`config.mk`:
```
export PLATFORM = sky130hd
export DESIGN_NAME = burner_ignition_sequencer
export DESIGN_NICKNAME = d
export VERILOG_FILES = /design/src/bis_pkg.sv /design/src/seq_timer.sv /design/src/burner_ignition_sequencer.sv
export VERILOG_INCLUDE_DIRS = /design/src
export SDC_FILE = /design/constraint.sdc
export NUM_CORES = 1
export LEC_CHECK = 0
export CORE_ASPECT_RATIO = 0.7
export CORE_MARGIN = 2
export CORE_UTILIZATION = 35
export CTS_BUF_LIST = sky130_fd_sc_hd__clkbuf_16
export DETAILED_ROUTE_END_ITERATION = 16
export DONT_BUFFER_PORTS = 1
export MAX_ROUTING_LAYER = met4
export PLACE_DENSITY = 0.54
export SLEW_MARGIN = 0
export SYNTH_ARGS = -nofsm -noshare
export SYNTH_HDL_FRONTEND = slang
export SYNTH_SLANG_ARGS = --single-unit
```
`constraint.sdc`:
```
create_clock -name clk_sys_in -period 4.2 [get_ports clk_sys_in]
set_clock_uncertainty 0.05 [all_clocks]
set_input_delay 0.63 -clock clk_sys_in [delete_from_list [all_inputs] [get_ports clk_sys_in]]
set_output_delay 0.63 -clock clk_sys_in [all_outputs]
set_load 0.01 [all_outputs]
```
`src/burner_params.svh`:
```
// Named constants for the burner ignition sequencer
`ifndef BURNER_PARAMS_SVH
`define BURNER_PARAMS_SVH

// System clock rate and time base
`define CLK_HZ                 100000000
`define MS_PER_S               1000

// Sequence times in milliseconds
`define WAIT_DELAY_MS          5000
`define PRE_IGNITION_MS        10000
`define FLAME_PROVING_LIMIT_MS 10000
`define STABILISATION_MS       5000

// Register byte addresses
`define REG_CTRL               32'h0000_0000
`define REG_STATUS             32'h0000_0004
`define REG_IRQ_STAT           32'h0000_0008
`define REG_IRQ_MASK           32'h0000_000C

// Control register fields and reset value
`define CTRL_ENABLE_BIT        0
`define CTRL_PRESS_BIT         1
`define CTRL_RESET             32'h0000_0001
`define CTRL_STORED_MASK       32'h0000_0001

// Status register fields
`define STAT_STATE_LSB         0
`define STAT_RETRY_BIT         3
`define STAT_ACT_LSB           8

// Interrupt bits
`define IRQ_WIDTH              3
`define IRQ_LOCK_BIT           0
`define IRQ_LOSS_BIT           1
`define IRQ_RUN_BIT            2
`define IRQ_RESET              3'h0

// Actuator pattern held in reset: lockout lamp only
`define ACT_LOCK_RESET         6'h20

`endif

```
`src/bis_pkg.sv`:
```
// Types shared by the burner ignition sequencer files
package bis_pkg;

  typedef enum logic [2:0] {
    S_LOCK,
    S_IDLE,
    S_WAIT,
    S_SPARK,
    S_PROVE,
    S_STAB,
    S_RUN
  } seq_state_type;

  typedef struct packed {
    logic lamp;
    logic high;
    logic low;
    logic safety;
    logic pilot;
    logic spark;
  } actuator_type;

endpackage : bis_pkg

```
`src/seq_timer.sv`:
```
// Down-counting interval timer used for each sequence step
`timescale 1ns/100ps
`default_nettype none

module seq_timer #(
  parameter int TW = 32
) (
  input  wire logic          clk_sys_in,
  input  wire logic          nrst_in,
  input  wire logic          load_in,
  input  wire logic [TW-1:0] value_in,
  output logic               done_out
);

  logic [TW-1:0] count;
  logic [TW-1:0] next_count;

  // Loading value N makes done rise after N further edges
  always_comb begin
    next_count = count;
    if (load_in) begin
      next_count = value_in;
    end else if (count != '0) begin
      next_count = count - TW'(1);
    end
  end

  always_ff @(posedge clk_sys_in or negedge nrst_in) begin
    if (!nrst_in) begin
      count <= '0;
    end else begin
      count <= next_count;
    end
  end

  assign done_out = (count == '0);

endmodule : seq_timer

`default_nettype wire

```
`src/burner_ignition_sequencer.sv`:
```
// Burner ignition sequencer with AHB-Lite registers and interrupt
//
// The implementer's own choices: the register offsets and the AHB-Lite interface to the registers.
`timescale 1ns/100ps
`default_nettype none
`include "burner_params.svh"

module burner_ignition_sequencer #(
  parameter int          TW            = 32,
  parameter logic [TW-1:0] WAIT_CYCLES  =
    TW'(`WAIT_DELAY_MS * (`CLK_HZ / `MS_PER_S)),
  parameter logic [TW-1:0] PREIGN_CYCLES =
    TW'(`PRE_IGNITION_MS * (`CLK_HZ / `MS_PER_S)),
  parameter logic [TW-1:0] PROVE_CYCLES =
    TW'(`FLAME_PROVING_LIMIT_MS * (`CLK_HZ / `MS_PER_S)),
  parameter logic [TW-1:0] STAB_CYCLES  =
    TW'(`STABILISATION_MS * (`CLK_HZ / `MS_PER_S))
) (
  input  wire logic        clk_sys_in,
  input  wire logic        nrst_in,
  input  wire logic        hsel_in,
  input  wire logic [31:0] haddr_in,
  input  wire logic [1:0]  htrans_in,
  input  wire logic        hwrite_in,
  input  wire logic [2:0]  hsize_in,
  input  wire logic [31:0] hwdata_in,
  input  wire logic        hready_in,
  output logic      [31:0] hrdata_out,
  output logic             hreadyout_out,
  output logic             hresp_out,
  input  wire logic        stage_one_heat_demand_in,
  input  wire logic        stage_two_heat_demand_in,
  input  wire logic        flame_probe_in,
  input  wire logic        reset_button_in,
  output logic             spark_generator_out,
  output logic             pilot_gas_valve_out,
  output logic             gas_safety_valve_out,
  output logic             main_burner_low_out,
  output logic             main_burner_high_out,
  output logic             lockout_lamp_out,
  output logic             irq_out
);

  bis_pkg::seq_state_type state;
  bis_pkg::seq_state_type next_state;
  bis_pkg::actuator_type  drive;
  bis_pkg::actuator_type  next_drive;
  logic                   retry;
  logic                   next_retry;
  logic                   btn_prev;
  logic                   next_btn_prev;
  logic                   tmr_load;
  logic                   tmr_done;
  logic [TW-1:0]          tmr_value;
  logic                   demand;
  logic                   press;
  logic                   soft_press;

  logic [31:0]            ctrl;
  logic [31:0]            next_ctrl;
  logic [`IRQ_WIDTH-1:0]  irq_stat;
  logic [`IRQ_WIDTH-1:0]  next_irq_stat;
  logic [`IRQ_WIDTH-1:0]  irq_mask;
  logic [`IRQ_WIDTH-1:0]  next_irq_mask;
  logic [`IRQ_WIDTH-1:0]  events;
  logic                   wr_pend;
  logic                   next_wr_pend;
  logic [31:0]            wr_addr;
  logic [31:0]            next_wr_addr;
  logic [31:0]            rdata;
  logic [31:0]            next_rdata;
  logic                   accept;
  logic                   wr_now;

  // Step length minus one, so that a step lasts exactly its count
  function automatic logic [TW-1:0] step_len(input bis_pkg::seq_state_type s);
    logic [TW-1:0] len;
    len = '0;
    unique case (s)
      bis_pkg::S_WAIT:  len = WAIT_CYCLES - TW'(1);
      bis_pkg::S_SPARK: len = PREIGN_CYCLES - TW'(1);
      bis_pkg::S_PROVE: len = PROVE_CYCLES - TW'(1);
      bis_pkg::S_STAB:  len = STAB_CYCLES - TW'(1);
      bis_pkg::S_LOCK, bis_pkg::S_IDLE, bis_pkg::S_RUN: len = '0;
    endcase
    return len;
  endfunction : step_len

  // Actuator pattern of each state; spark continues until flame is proven
  function automatic bis_pkg::actuator_type act_of(input bis_pkg::seq_state_type s,
                                                   input logic hi);
    bis_pkg::actuator_type a;
    a = '0;
    unique case (s)
      bis_pkg::S_LOCK:  a.lamp = 1'b1;
      bis_pkg::S_IDLE, bis_pkg::S_WAIT: a = '0;
      bis_pkg::S_SPARK: a.spark = 1'b1;
      bis_pkg::S_PROVE: begin
        a.spark  = 1'b1;
        a.pilot  = 1'b1;
        a.safety = 1'b1;
      end
      bis_pkg::S_STAB: begin
        a.pilot  = 1'b1;
        a.safety = 1'b1;
      end
      bis_pkg::S_RUN: begin
        a.pilot  = 1'b1;
        a.safety = 1'b1;
        a.low    = 1'b1;
        a.high   = hi;
      end
    endcase
    return a;
  endfunction : act_of

  function automatic logic [31:0] reg_read(input logic [31:0] addr);
    logic [31:0] v;
    v = 32'h0000_0000;
    unique case (addr)
      `REG_CTRL:     v = ctrl;
      `REG_STATUS:   v = (32'(state) << `STAT_STATE_LSB)
                       | (32'(retry) << `STAT_RETRY_BIT)
                       | (32'(drive) << `STAT_ACT_LSB);
      `REG_IRQ_STAT: v = 32'(irq_stat);
      `REG_IRQ_MASK: v = 32'(irq_mask);
      default:       v = 32'h0000_0000;
    endcase
    return v;
  endfunction : reg_read

  // Software may mask out demand; a written press acts like the button
  assign demand = stage_one_heat_demand_in & ctrl[`CTRL_ENABLE_BIT];
  assign press  = (reset_button_in & ~btn_prev) | soft_press;

  // Sequencer
  always_comb begin
    next_state    = state;
    next_retry    = retry;
    next_btn_prev = reset_button_in;
    unique case (state)
      bis_pkg::S_LOCK: begin
        if (press) begin
          next_state = bis_pkg::S_IDLE;
          next_retry = 1'b0;
        end
      end
      bis_pkg::S_IDLE: begin
        if (demand) begin
          next_state = bis_pkg::S_WAIT;
        end
      end
      bis_pkg::S_WAIT: begin
        if (tmr_done) begin
          next_state = bis_pkg::S_SPARK;
        end
      end
      bis_pkg::S_SPARK: begin
        if (tmr_done) begin
          next_state = bis_pkg::S_PROVE;
        end
      end
      bis_pkg::S_PROVE: begin
        if (flame_probe_in) begin
          next_state = bis_pkg::S_STAB;
        end else if (tmr_done) begin
          next_state = bis_pkg::S_LOCK;
        end
      end
      bis_pkg::S_STAB: begin
        if (!flame_probe_in) begin
          next_state = retry ? bis_pkg::S_LOCK : bis_pkg::S_WAIT;
          next_retry = 1'b1;
        end else if (tmr_done) begin
          next_state = bis_pkg::S_RUN;
          next_retry = 1'b0;
        end
      end
      bis_pkg::S_RUN: begin
        if (!flame_probe_in) begin
          next_state = bis_pkg::S_WAIT;
          next_retry = 1'b1;
        end
      end
    endcase
    // Demand loss takes priority outside lockout, manual reset outside lockout and idle
    if (state != bis_pkg::S_LOCK && !demand) begin
      next_state = bis_pkg::S_IDLE;
      next_retry = 1'b0;
    end else if (state != bis_pkg::S_LOCK && state != bis_pkg::S_IDLE && press) begin
      next_state = bis_pkg::S_WAIT;
      next_retry = 1'b0;
    end
    next_drive = act_of(next_state, stage_two_heat_demand_in);
  end

  // Power-up lands in lockout: a safe default until someone presses reset
  always_ff @(posedge clk_sys_in or negedge nrst_in) begin
    if (!nrst_in) begin
      state    <= bis_pkg::S_LOCK;
      retry    <= 1'b0;
      btn_prev <= 1'b0;
      drive    <= bis_pkg::actuator_type'(`ACT_LOCK_RESET);
    end else begin
      state    <= next_state;
      retry    <= next_retry;
      btn_prev <= next_btn_prev;
      drive    <= next_drive;
    end
  end

  assign tmr_load  = (next_state != state);
  assign tmr_value = step_len(next_state);

  seq_timer #(
    .TW         (TW)
  ) u_timer (
    .clk_sys_in (clk_sys_in),
    .nrst_in    (nrst_in),
    .load_in    (tmr_load),
    .value_in   (tmr_value),
    .done_out   (tmr_done)
  );

  assign spark_generator_out  = drive.spark;
  assign pilot_gas_valve_out  = drive.pilot;
  assign gas_safety_valve_out = drive.safety;
  assign main_burner_low_out  = drive.low;
  assign main_burner_high_out = drive.high;
  assign lockout_lamp_out     = drive.lamp;

  // Bus slave: zero wait states, writes land at the end of the data phase
  assign accept     = hsel_in & hready_in & htrans_in[1];
  assign wr_now     = wr_pend;
  assign soft_press = wr_now && (wr_addr == `REG_CTRL) && hwdata_in[`CTRL_PRESS_BIT];

  always_comb begin
    events                  = '0;
    events[`IRQ_LOCK_BIT]   = (next_state == bis_pkg::S_LOCK) && (state != bis_pkg::S_LOCK);
    events[`IRQ_LOSS_BIT]   = (state == bis_pkg::S_RUN) && !flame_probe_in && demand;
    events[`IRQ_RUN_BIT]    = (next_state == bis_pkg::S_RUN) && (state != bis_pkg::S_RUN);
    next_wr_pend  = accept & hwrite_in;
    next_wr_addr  = accept ? haddr_in : wr_addr;
    next_rdata    = (accept && !hwrite_in) ? reg_read(haddr_in) : rdata;
    next_ctrl     = ctrl;
    next_irq_mask = irq_mask;
    next_irq_stat = irq_stat;
    if (wr_now && wr_addr == `REG_CTRL) begin
      next_ctrl = hwdata_in & `CTRL_STORED_MASK;
    end
    if (wr_now && wr_addr == `REG_IRQ_MASK) begin
      next_irq_mask = hwdata_in[`IRQ_WIDTH-1:0];
    end
    if (wr_now && wr_addr == `REG_IRQ_STAT) begin
      next_irq_stat = irq_stat & ~hwdata_in[`IRQ_WIDTH-1:0];
    end
    // A new event wins over a clear in the same cycle
    next_irq_stat = next_irq_stat | events;
  end

  always_ff @(posedge clk_sys_in or negedge nrst_in) begin
    if (!nrst_in) begin
      wr_pend  <= 1'b0;
      wr_addr  <= 32'h0000_0000;
      rdata    <= 32'h0000_0000;
      ctrl     <= `CTRL_RESET;
      irq_mask <= `IRQ_RESET;
      irq_stat <= `IRQ_RESET;
    end else begin
      wr_pend  <= next_wr_pend;
      wr_addr  <= next_wr_addr;
      rdata    <= next_rdata;
      ctrl     <= next_ctrl;
      irq_mask <= next_irq_mask;
      irq_stat <= next_irq_stat;
    end
  end

  assign hrdata_out    = rdata;
  assign hreadyout_out = 1'b1;
  assign hresp_out     = 1'b0;
  assign irq_out       = |(irq_stat & irq_mask);
endmodule : burner_ignition_sequencer

`default_nettype wire

```
Yosys cells after proc, flatten, opt, wreduce, memory -nomap -nowiden --
Cells that the tools add are included.
Operators by class: equality and inequality tests 23, reductions and logical operators 30, muxes and demuxes 29, add/sub/neg operators 1, bitwise gates (word level) 13
Operators by type and width (number):
- == test 32 x 4 -> 1 bit (second input constant) | 4
- logical NOT 32 bit | 3
- one-hot mux 32 bit (3 select lines) | 1
- two-way mux 32 bit | 2
- one-hot mux 14 bit (4 select lines) | 1
- two-way mux 3 bit | 12
- == test 32 x 3 -> 1 bit (second input constant) | 1
- nonzero test 32 bit | 1
- subtractor 32 x 1 -> 32 bit (second input constant) | 1
- one-hot mux 3 bit (7 select lines) | 1
- == test 3 bit (second input constant) | 6
- bitwise OR 4 x 14 -> 14 bit | 1
- == test 3 x 2 -> 1 bit (second input constant) | 4
- logical AND 1 bit | 12
- OR reduction 3 bit | 3
- two-way mux 1 bit | 8
- inequality test 4 bit (second input constant) | 2
- bitwise AND 3 bit | 2
- == test 3 x 1 -> 1 bit (second input constant) | 2
- logical NOT 3 bit | 2
- two-way mux 2 bit | 3
- bitwise AND 1 bit | 5
- inequality test 5 bit (second input constant) | 1
- nonzero test 5 bit | 1
- 14 further kinds | 17
Storage, ports and cells: word-level logic and storage cells 112, register bits after elaboration 115, input bits 78, output and inout port bits 41

Logic depth before layout (Yosys ltp) --
depth after elaboration 12, depth in mapped cells 11, depth with buffers taken out 10

Cells and area by module --
Synthesis repeated with hierarchy kept, for this count alone.
Second synthesis, totals: cell total of the unflattened synthesis 499, area, all modules 5088.6 µm²
Modules (own cells, without submodules):
- burner_ignition_sequencer | seq. area each 1478.9 µm², cells an instance 279, area each 3093.0 µm², instances 1
- seq_timer | seq. area each 800.8 µm², cells an instance 220, area each 1995.7 µm², instances 1

Least setup slack after synthesis --
No wires, ideal clock.
path type register to register, from register u_timer.count[25], to register u_timer.count[10], stages on the path, launching flop included 10, arrival 3.300 ns, required time 4.018 ns, path buffers 1, clock period less this slack 3.482 ns, slack 0.718 ns, setup time 0.132 ns, path through dfrtp_1 or4_4 or4_4 or4_4 o32ai_2 a211oi_1 or4_4 buf_2 o21ai_2 o21ai_2
On the way: word-level cells in the longest chain between the ends 10, elaborated cells on any way between the ends 25, those cells by class eq/ne (7); mux (11); reduce/logical (7)
RTL lines:
- from (decl) | RTL line seq_timer.sv:15 | logic [TW-1:0] count;
- from (signal assigned) | RTL line seq_timer.sv:32 | count <= next_count;
- logical NOT 32 bit | RTL line seq_timer.sv:36 | assign done_out = (count == '0);
- two-way mux 3 bit, on equally long branches | RTL line burner_ignition_sequencer.sv:174, burner_ignition_sequencer.sv:166
- two-way mux 3 bit, on equally long branches | RTL line burner_ignition_sequencer.sv:171, burner_ignition_sequencer.sv:164
- one-hot mux 3 bit (7 select lines) | RTL line burner_ignition_sequencer.sv:141 | unique case (state)
- two-way mux 3 bit | RTL line burner_ignition_sequencer.sv:190 | end else if (state != bis_pkg::S_LOCK && state != bis_pkg::S_IDLE && press) begin
- two-way mux 3 bit | RTL line burner_ignition_sequencer.sv:187 | if (state != bis_pkg::S_LOCK && !demand) begin
- == test 3 bit, or another cell as far along | RTL line burner_ignition_sequencer.sv:79 | unique case (s)
- OR reduction 3 bit / OR reduction 2 bit (equally long branches)
- one-hot mux 32 bit (3 select lines) | RTL line burner_ignition_sequencer.sv:79
- two-way mux 32 bit | RTL line seq_timer.sv:21 | if (load_in) begin
Parallel ways exist; a longest one is shown, timed or not. The select of a mux whose other input is x is not followed. A chain may end at the register's enable or synchronous reset.

Worst setup path after layout --
from register u_timer.count[25], to register u_timer.count[4]
The elaborated chain is that of the path after synthesis.

==> tab_implementation.tex <==
\begin{tabular}{lr}
\hline
Metric & Value \\
\hline
\multicolumn{2}{l}{\textbf{Status}} \\
Status & finished clean \\
\multicolumn{2}{l}{\textbf{Placed design}} \\
Port bufs & 0 \\
Routability congestion estimate & 0.869 \\
Final HPWL from detailed placement & 8280 um \\
Place WS & 288 ps \\
\multicolumn{2}{l}{\textbf{STA}} \\
Slew @ Worst Pin & 750 ps \\
Total negative slack & 0 ps \\
Final hold slack & 77.5 ps \\
Worst Setup Slack, final & 294 ps \\
Final Cycle Share & 93.0\% \\
Worst rel slew slack & 49.6\% \\
Max Transition Viols Final & 0 \\
Final setup vio count & 0 \\
Highest clock frequency the design can meet & 0.256 GHz \\
Number of hold violations in the final report & 0 \\
Unrepaired setup endpoints after global routing & false \\
Post-route minimum period & 3910 ps \\
\multicolumn{2}{l}{\textbf{Route}} \\
Overall routed net length & 11300 um \\
Iteration-0 DRC count of the detailed router & 288 \\
Via Count & 3476 \\
Via count normalized by instance count & 5.35 \\
Total iterations of the first detailed-routing run & 4 \\
DRC violations left & 0 \\
Antenna Nets Post-Route & 0 \\
Average detailed-routed wire length per instance & 17.5 um \\
\multicolumn{2}{l}{\textbf{Floorplanning}} \\
Die X-Extent & 145 um \\
Count of pins on the block boundary & 119 \\
Initial standard-cell utilization of the core & 36.3\% \\
Die outline area & 0.0148 mm2 \\
Height of the die & 102 um \\
Cell Rows & 35 \\
Core footprint & 0.0134 mm2 \\
\multicolumn{2}{l}{\textbf{Logic synthesis}} \\
Leading cell types by total area after synthesis & dfrtp\_1 46\%, mux2\_2 9.1\%, buf\_4 4.0\% \\
Leading cell type by number of instances after synthesis & dfrtp\_1 \\
Synth Instances & 459 \\
Post-synth EDFFs & 0 \\
Xor/xnor share of the synthesized area & 5.06\% \\
Synth Warn \# & 0 \\
Mean cell area of the mapped netlist & 10.6 um2 \\
Most used flip-flop cell after synthesis & dfrtp\_1 \\
Mapped Area & 0.00485 mm2 \\
Compound-Gate Fraction of Synth Area & 12.5\% \\
FFs w/ async S/R, synth & 100\% \\
Synthesized-area fraction occupied by and/or/nand/nor cells & 18.5\% \\
Cell variety after synth & 59 \\
Fraction of post-synthesis cell area in the top cell type by area & 45.9\% \\
Share of synthesized area spent on multiplexers & 10.1\% \\
Cell type with the highest aggregate area in the netlist & dfrtp\_1 \\
Post-synthesis sequential element count & 91 \\
Proportion of synthesized chip area in sequential cells & 47.0\% \\
Most frequent cells after synthesis & 89 x dfrtp\_1, 39 x mux2\_2, 33 x nor2\_1 \\
Post-synthesis adder-cell area fraction & 0.516\% \\
Main combinational cell family by area after synthesis & simple AND/OR/NAND/NOR gates \\
\multicolumn{2}{l}{\textbf{Worst setup path}} \\
Critical path startpoint category & flop \\
Max FO, Critical Path & 17 \\
Cell depth of the worst flop-to-flop path & 8 \\
Data required, critical path & 4410 ps \\
Worst setup path class & flop to flop \\
Data arrival, critical path & 4120 ps \\
Setup crit end kind & flop \\
\multicolumn{2}{l}{\textbf{Min path}} \\
Hold/Removal Path Class & input port to asynchronous set/reset pin \\
\multicolumn{2}{l}{\textbf{CTS}} \\
Clock root buffer master & clkbuf\_16 \\
Number of buffers inserted by post-CTS setup repair & 0 \\
Clock input transition at the sequential cells of the worst setup and hold paths & 60 ps \\
Latest clock arrival within the worst-skew pair & 350 ps \\
TritonCTS clock tree & built \\
H-Tree Depth & 3 \\
Sinks on the clock net & 91 \\
Cts bufs inserted & 9 \\
Worst-case clock buffer depth & 2 \\
\multicolumn{2}{l}{\textbf{Power and ir drop}} \\
Power density over the cells & 492 mW/mm2 \\
Maximum VDD drop & 208 uV \\
Leakage power figure & 2.24 nW \\
\multicolumn{2}{l}{\textbf{Global routing}} \\
Antenna violations before repair & 0 \\
Via count of the first global-routing pass & 3352 \\
Overall fraction of global-route tracks in use & 16.9\% \\
Largest net degree at the start of global routing & 90 \\
First-pass GRT wire length & 18400 um \\
Remaining Overflow, GRT & 0 \\
\multicolumn{2}{l}{\textbf{Finish}} \\
Number of inserted diodes & 0 \\
Number of nets in the layout & 540 \\
Share of post-route cells with drive strength above 1 & 19.6\% \\
Area growth from synthesis to layout & 8.95\% \\
\multicolumn{2}{l}{\textbf{Flow run}} \\
Maxcap violations & 0 \\
\hline
\end{tabular}
## registers in the layout, indices dropped and copies added (netlist names), 3 cells and up
register	flops
hrdata_out	9
irq_mask	3
irq_stat	3
state	3
u_timer.count	32
wr_addr	32
## critical path, cell delays in order (launching register included)
cell	delay, ps
dfrtp_1	410
or4_4	560
or4_4	590
or4_4	550
o32ai_2	270
a211oi_1	120
nor4_4	700
nand2_4	320
o21ai_0	240
## stage by stage
| stage | util [%] | power (W) | cell area [um2] | cells |
|---|---|---|---|---|
| global placement | 37.1 | 0.00175 | 4950 | 633 |
| finish | 39.6 | 0.00260 | 5280 | 650 |
| floorplan | - | 0.00165 | 4930 | 481 |
| detailed placement | 37.1 | 0.00177 | 4950 | 633 |
| CTS | 39.6 | 0.00262 | 5280 | 650 |
| global route | 39.6 | 0.00276 | 5280 | 650 |
## worst paths after layout
kind                                                from                            to  slack (ps)
max in group asynchronous                        nrst_in        wr_addr[3]$_DFFE_PN0P_        3570
min in group clk_sys_in                  reset_button_in            btn_prev$_DFF_PN0_         260
max                        u_timer.count[25]$_DFFE_PN0P_  u_timer.count[4]$_DFFE_PN0P_         290
min                                              nrst_in           ctrl[0]$_DFFE_PN1N_          80
min reg2reg                      wr_addr[24]$_DFFE_PN0P_       wr_addr[24]$_DFFE_PN0P_         460
max reg2reg                u_timer.count[25]$_DFFE_PN0P_  u_timer.count[4]$_DFFE_PN0P_         290
## per-layer routing
layer	share of wire (%)	track usage (%)	up-vias
li1	-	-	1628
met4	0.83	3.88	0
met5	0	-	-
met3	7.1	4.59	9
met1	52	25.7	1733
met2	40	21.8	106
## logic make-up after synthesis
family,count (synthesis)
DFF,91
other,2
AOI/OAI and AO/OA,84
xor gates and xnor gates,28
buffers and inverters,49
muxes,44
adders and majority gates,2
and+or+nand+nor,159
## layout by cell type (no fill, tap or decap), types with 3 or more instances in the layout
master	netlist	routed
buf_4	26	8
a22oi_1	3	3
a211oi_1	4	4
nand4b_1	5	5
xnor2_1	18	18
mux2_2	39	39
a21oi_1	15	15
nor2b_1	8	8
nand2b_1	6	6
nor4_1	22	22
o21ai_2	11	11
inv_1	8	8
o21ai_0	14	14
nor2_1	33	33
inv_6	0	3
clkbuf_16	0	9
dfrtp_1	89	89
or2_2	4	4
xor2_1	10	10
or4_1	3	3
conb_1	2	24
nand2_1	23	23
or3_1	5	5
mux2i_1	5	5
nand4_1	5	5
a22o_1	10	10
o31ai_1	4	4
or4_4	4	4
nand3_1	6	6
and2_1	6	6
o21ai_1	5	5
nor3_1	18	18
## what timing repair did
item,in CTS,in global routing
resized for setup,0,0
hold buffers,1,0
hold endpoints to repair,89,0
## power breakdown
part | leakage, nW | internal, W | switching, W | total, W
Combinational | 0.936 | 0.000275 | 0.000282 | 0.000557
Sequential | 1.15 | 0.00106 | 0.000160 | 0.00122
Clock | 0.151 | 0.000466 | 0.000354 | 0.000821
## area by class of cell
class	count	area [um2]
fillers	1326	8070
repair buffers	9	87.6
multi-input cells	341	2350
well taps	185	231
clock buffers	9	225
flip-flops and latches	91	2280
inverters	8	30.0
clock inverters	7	75.1
Note: power is estimated with default switching activity, not from simulation.
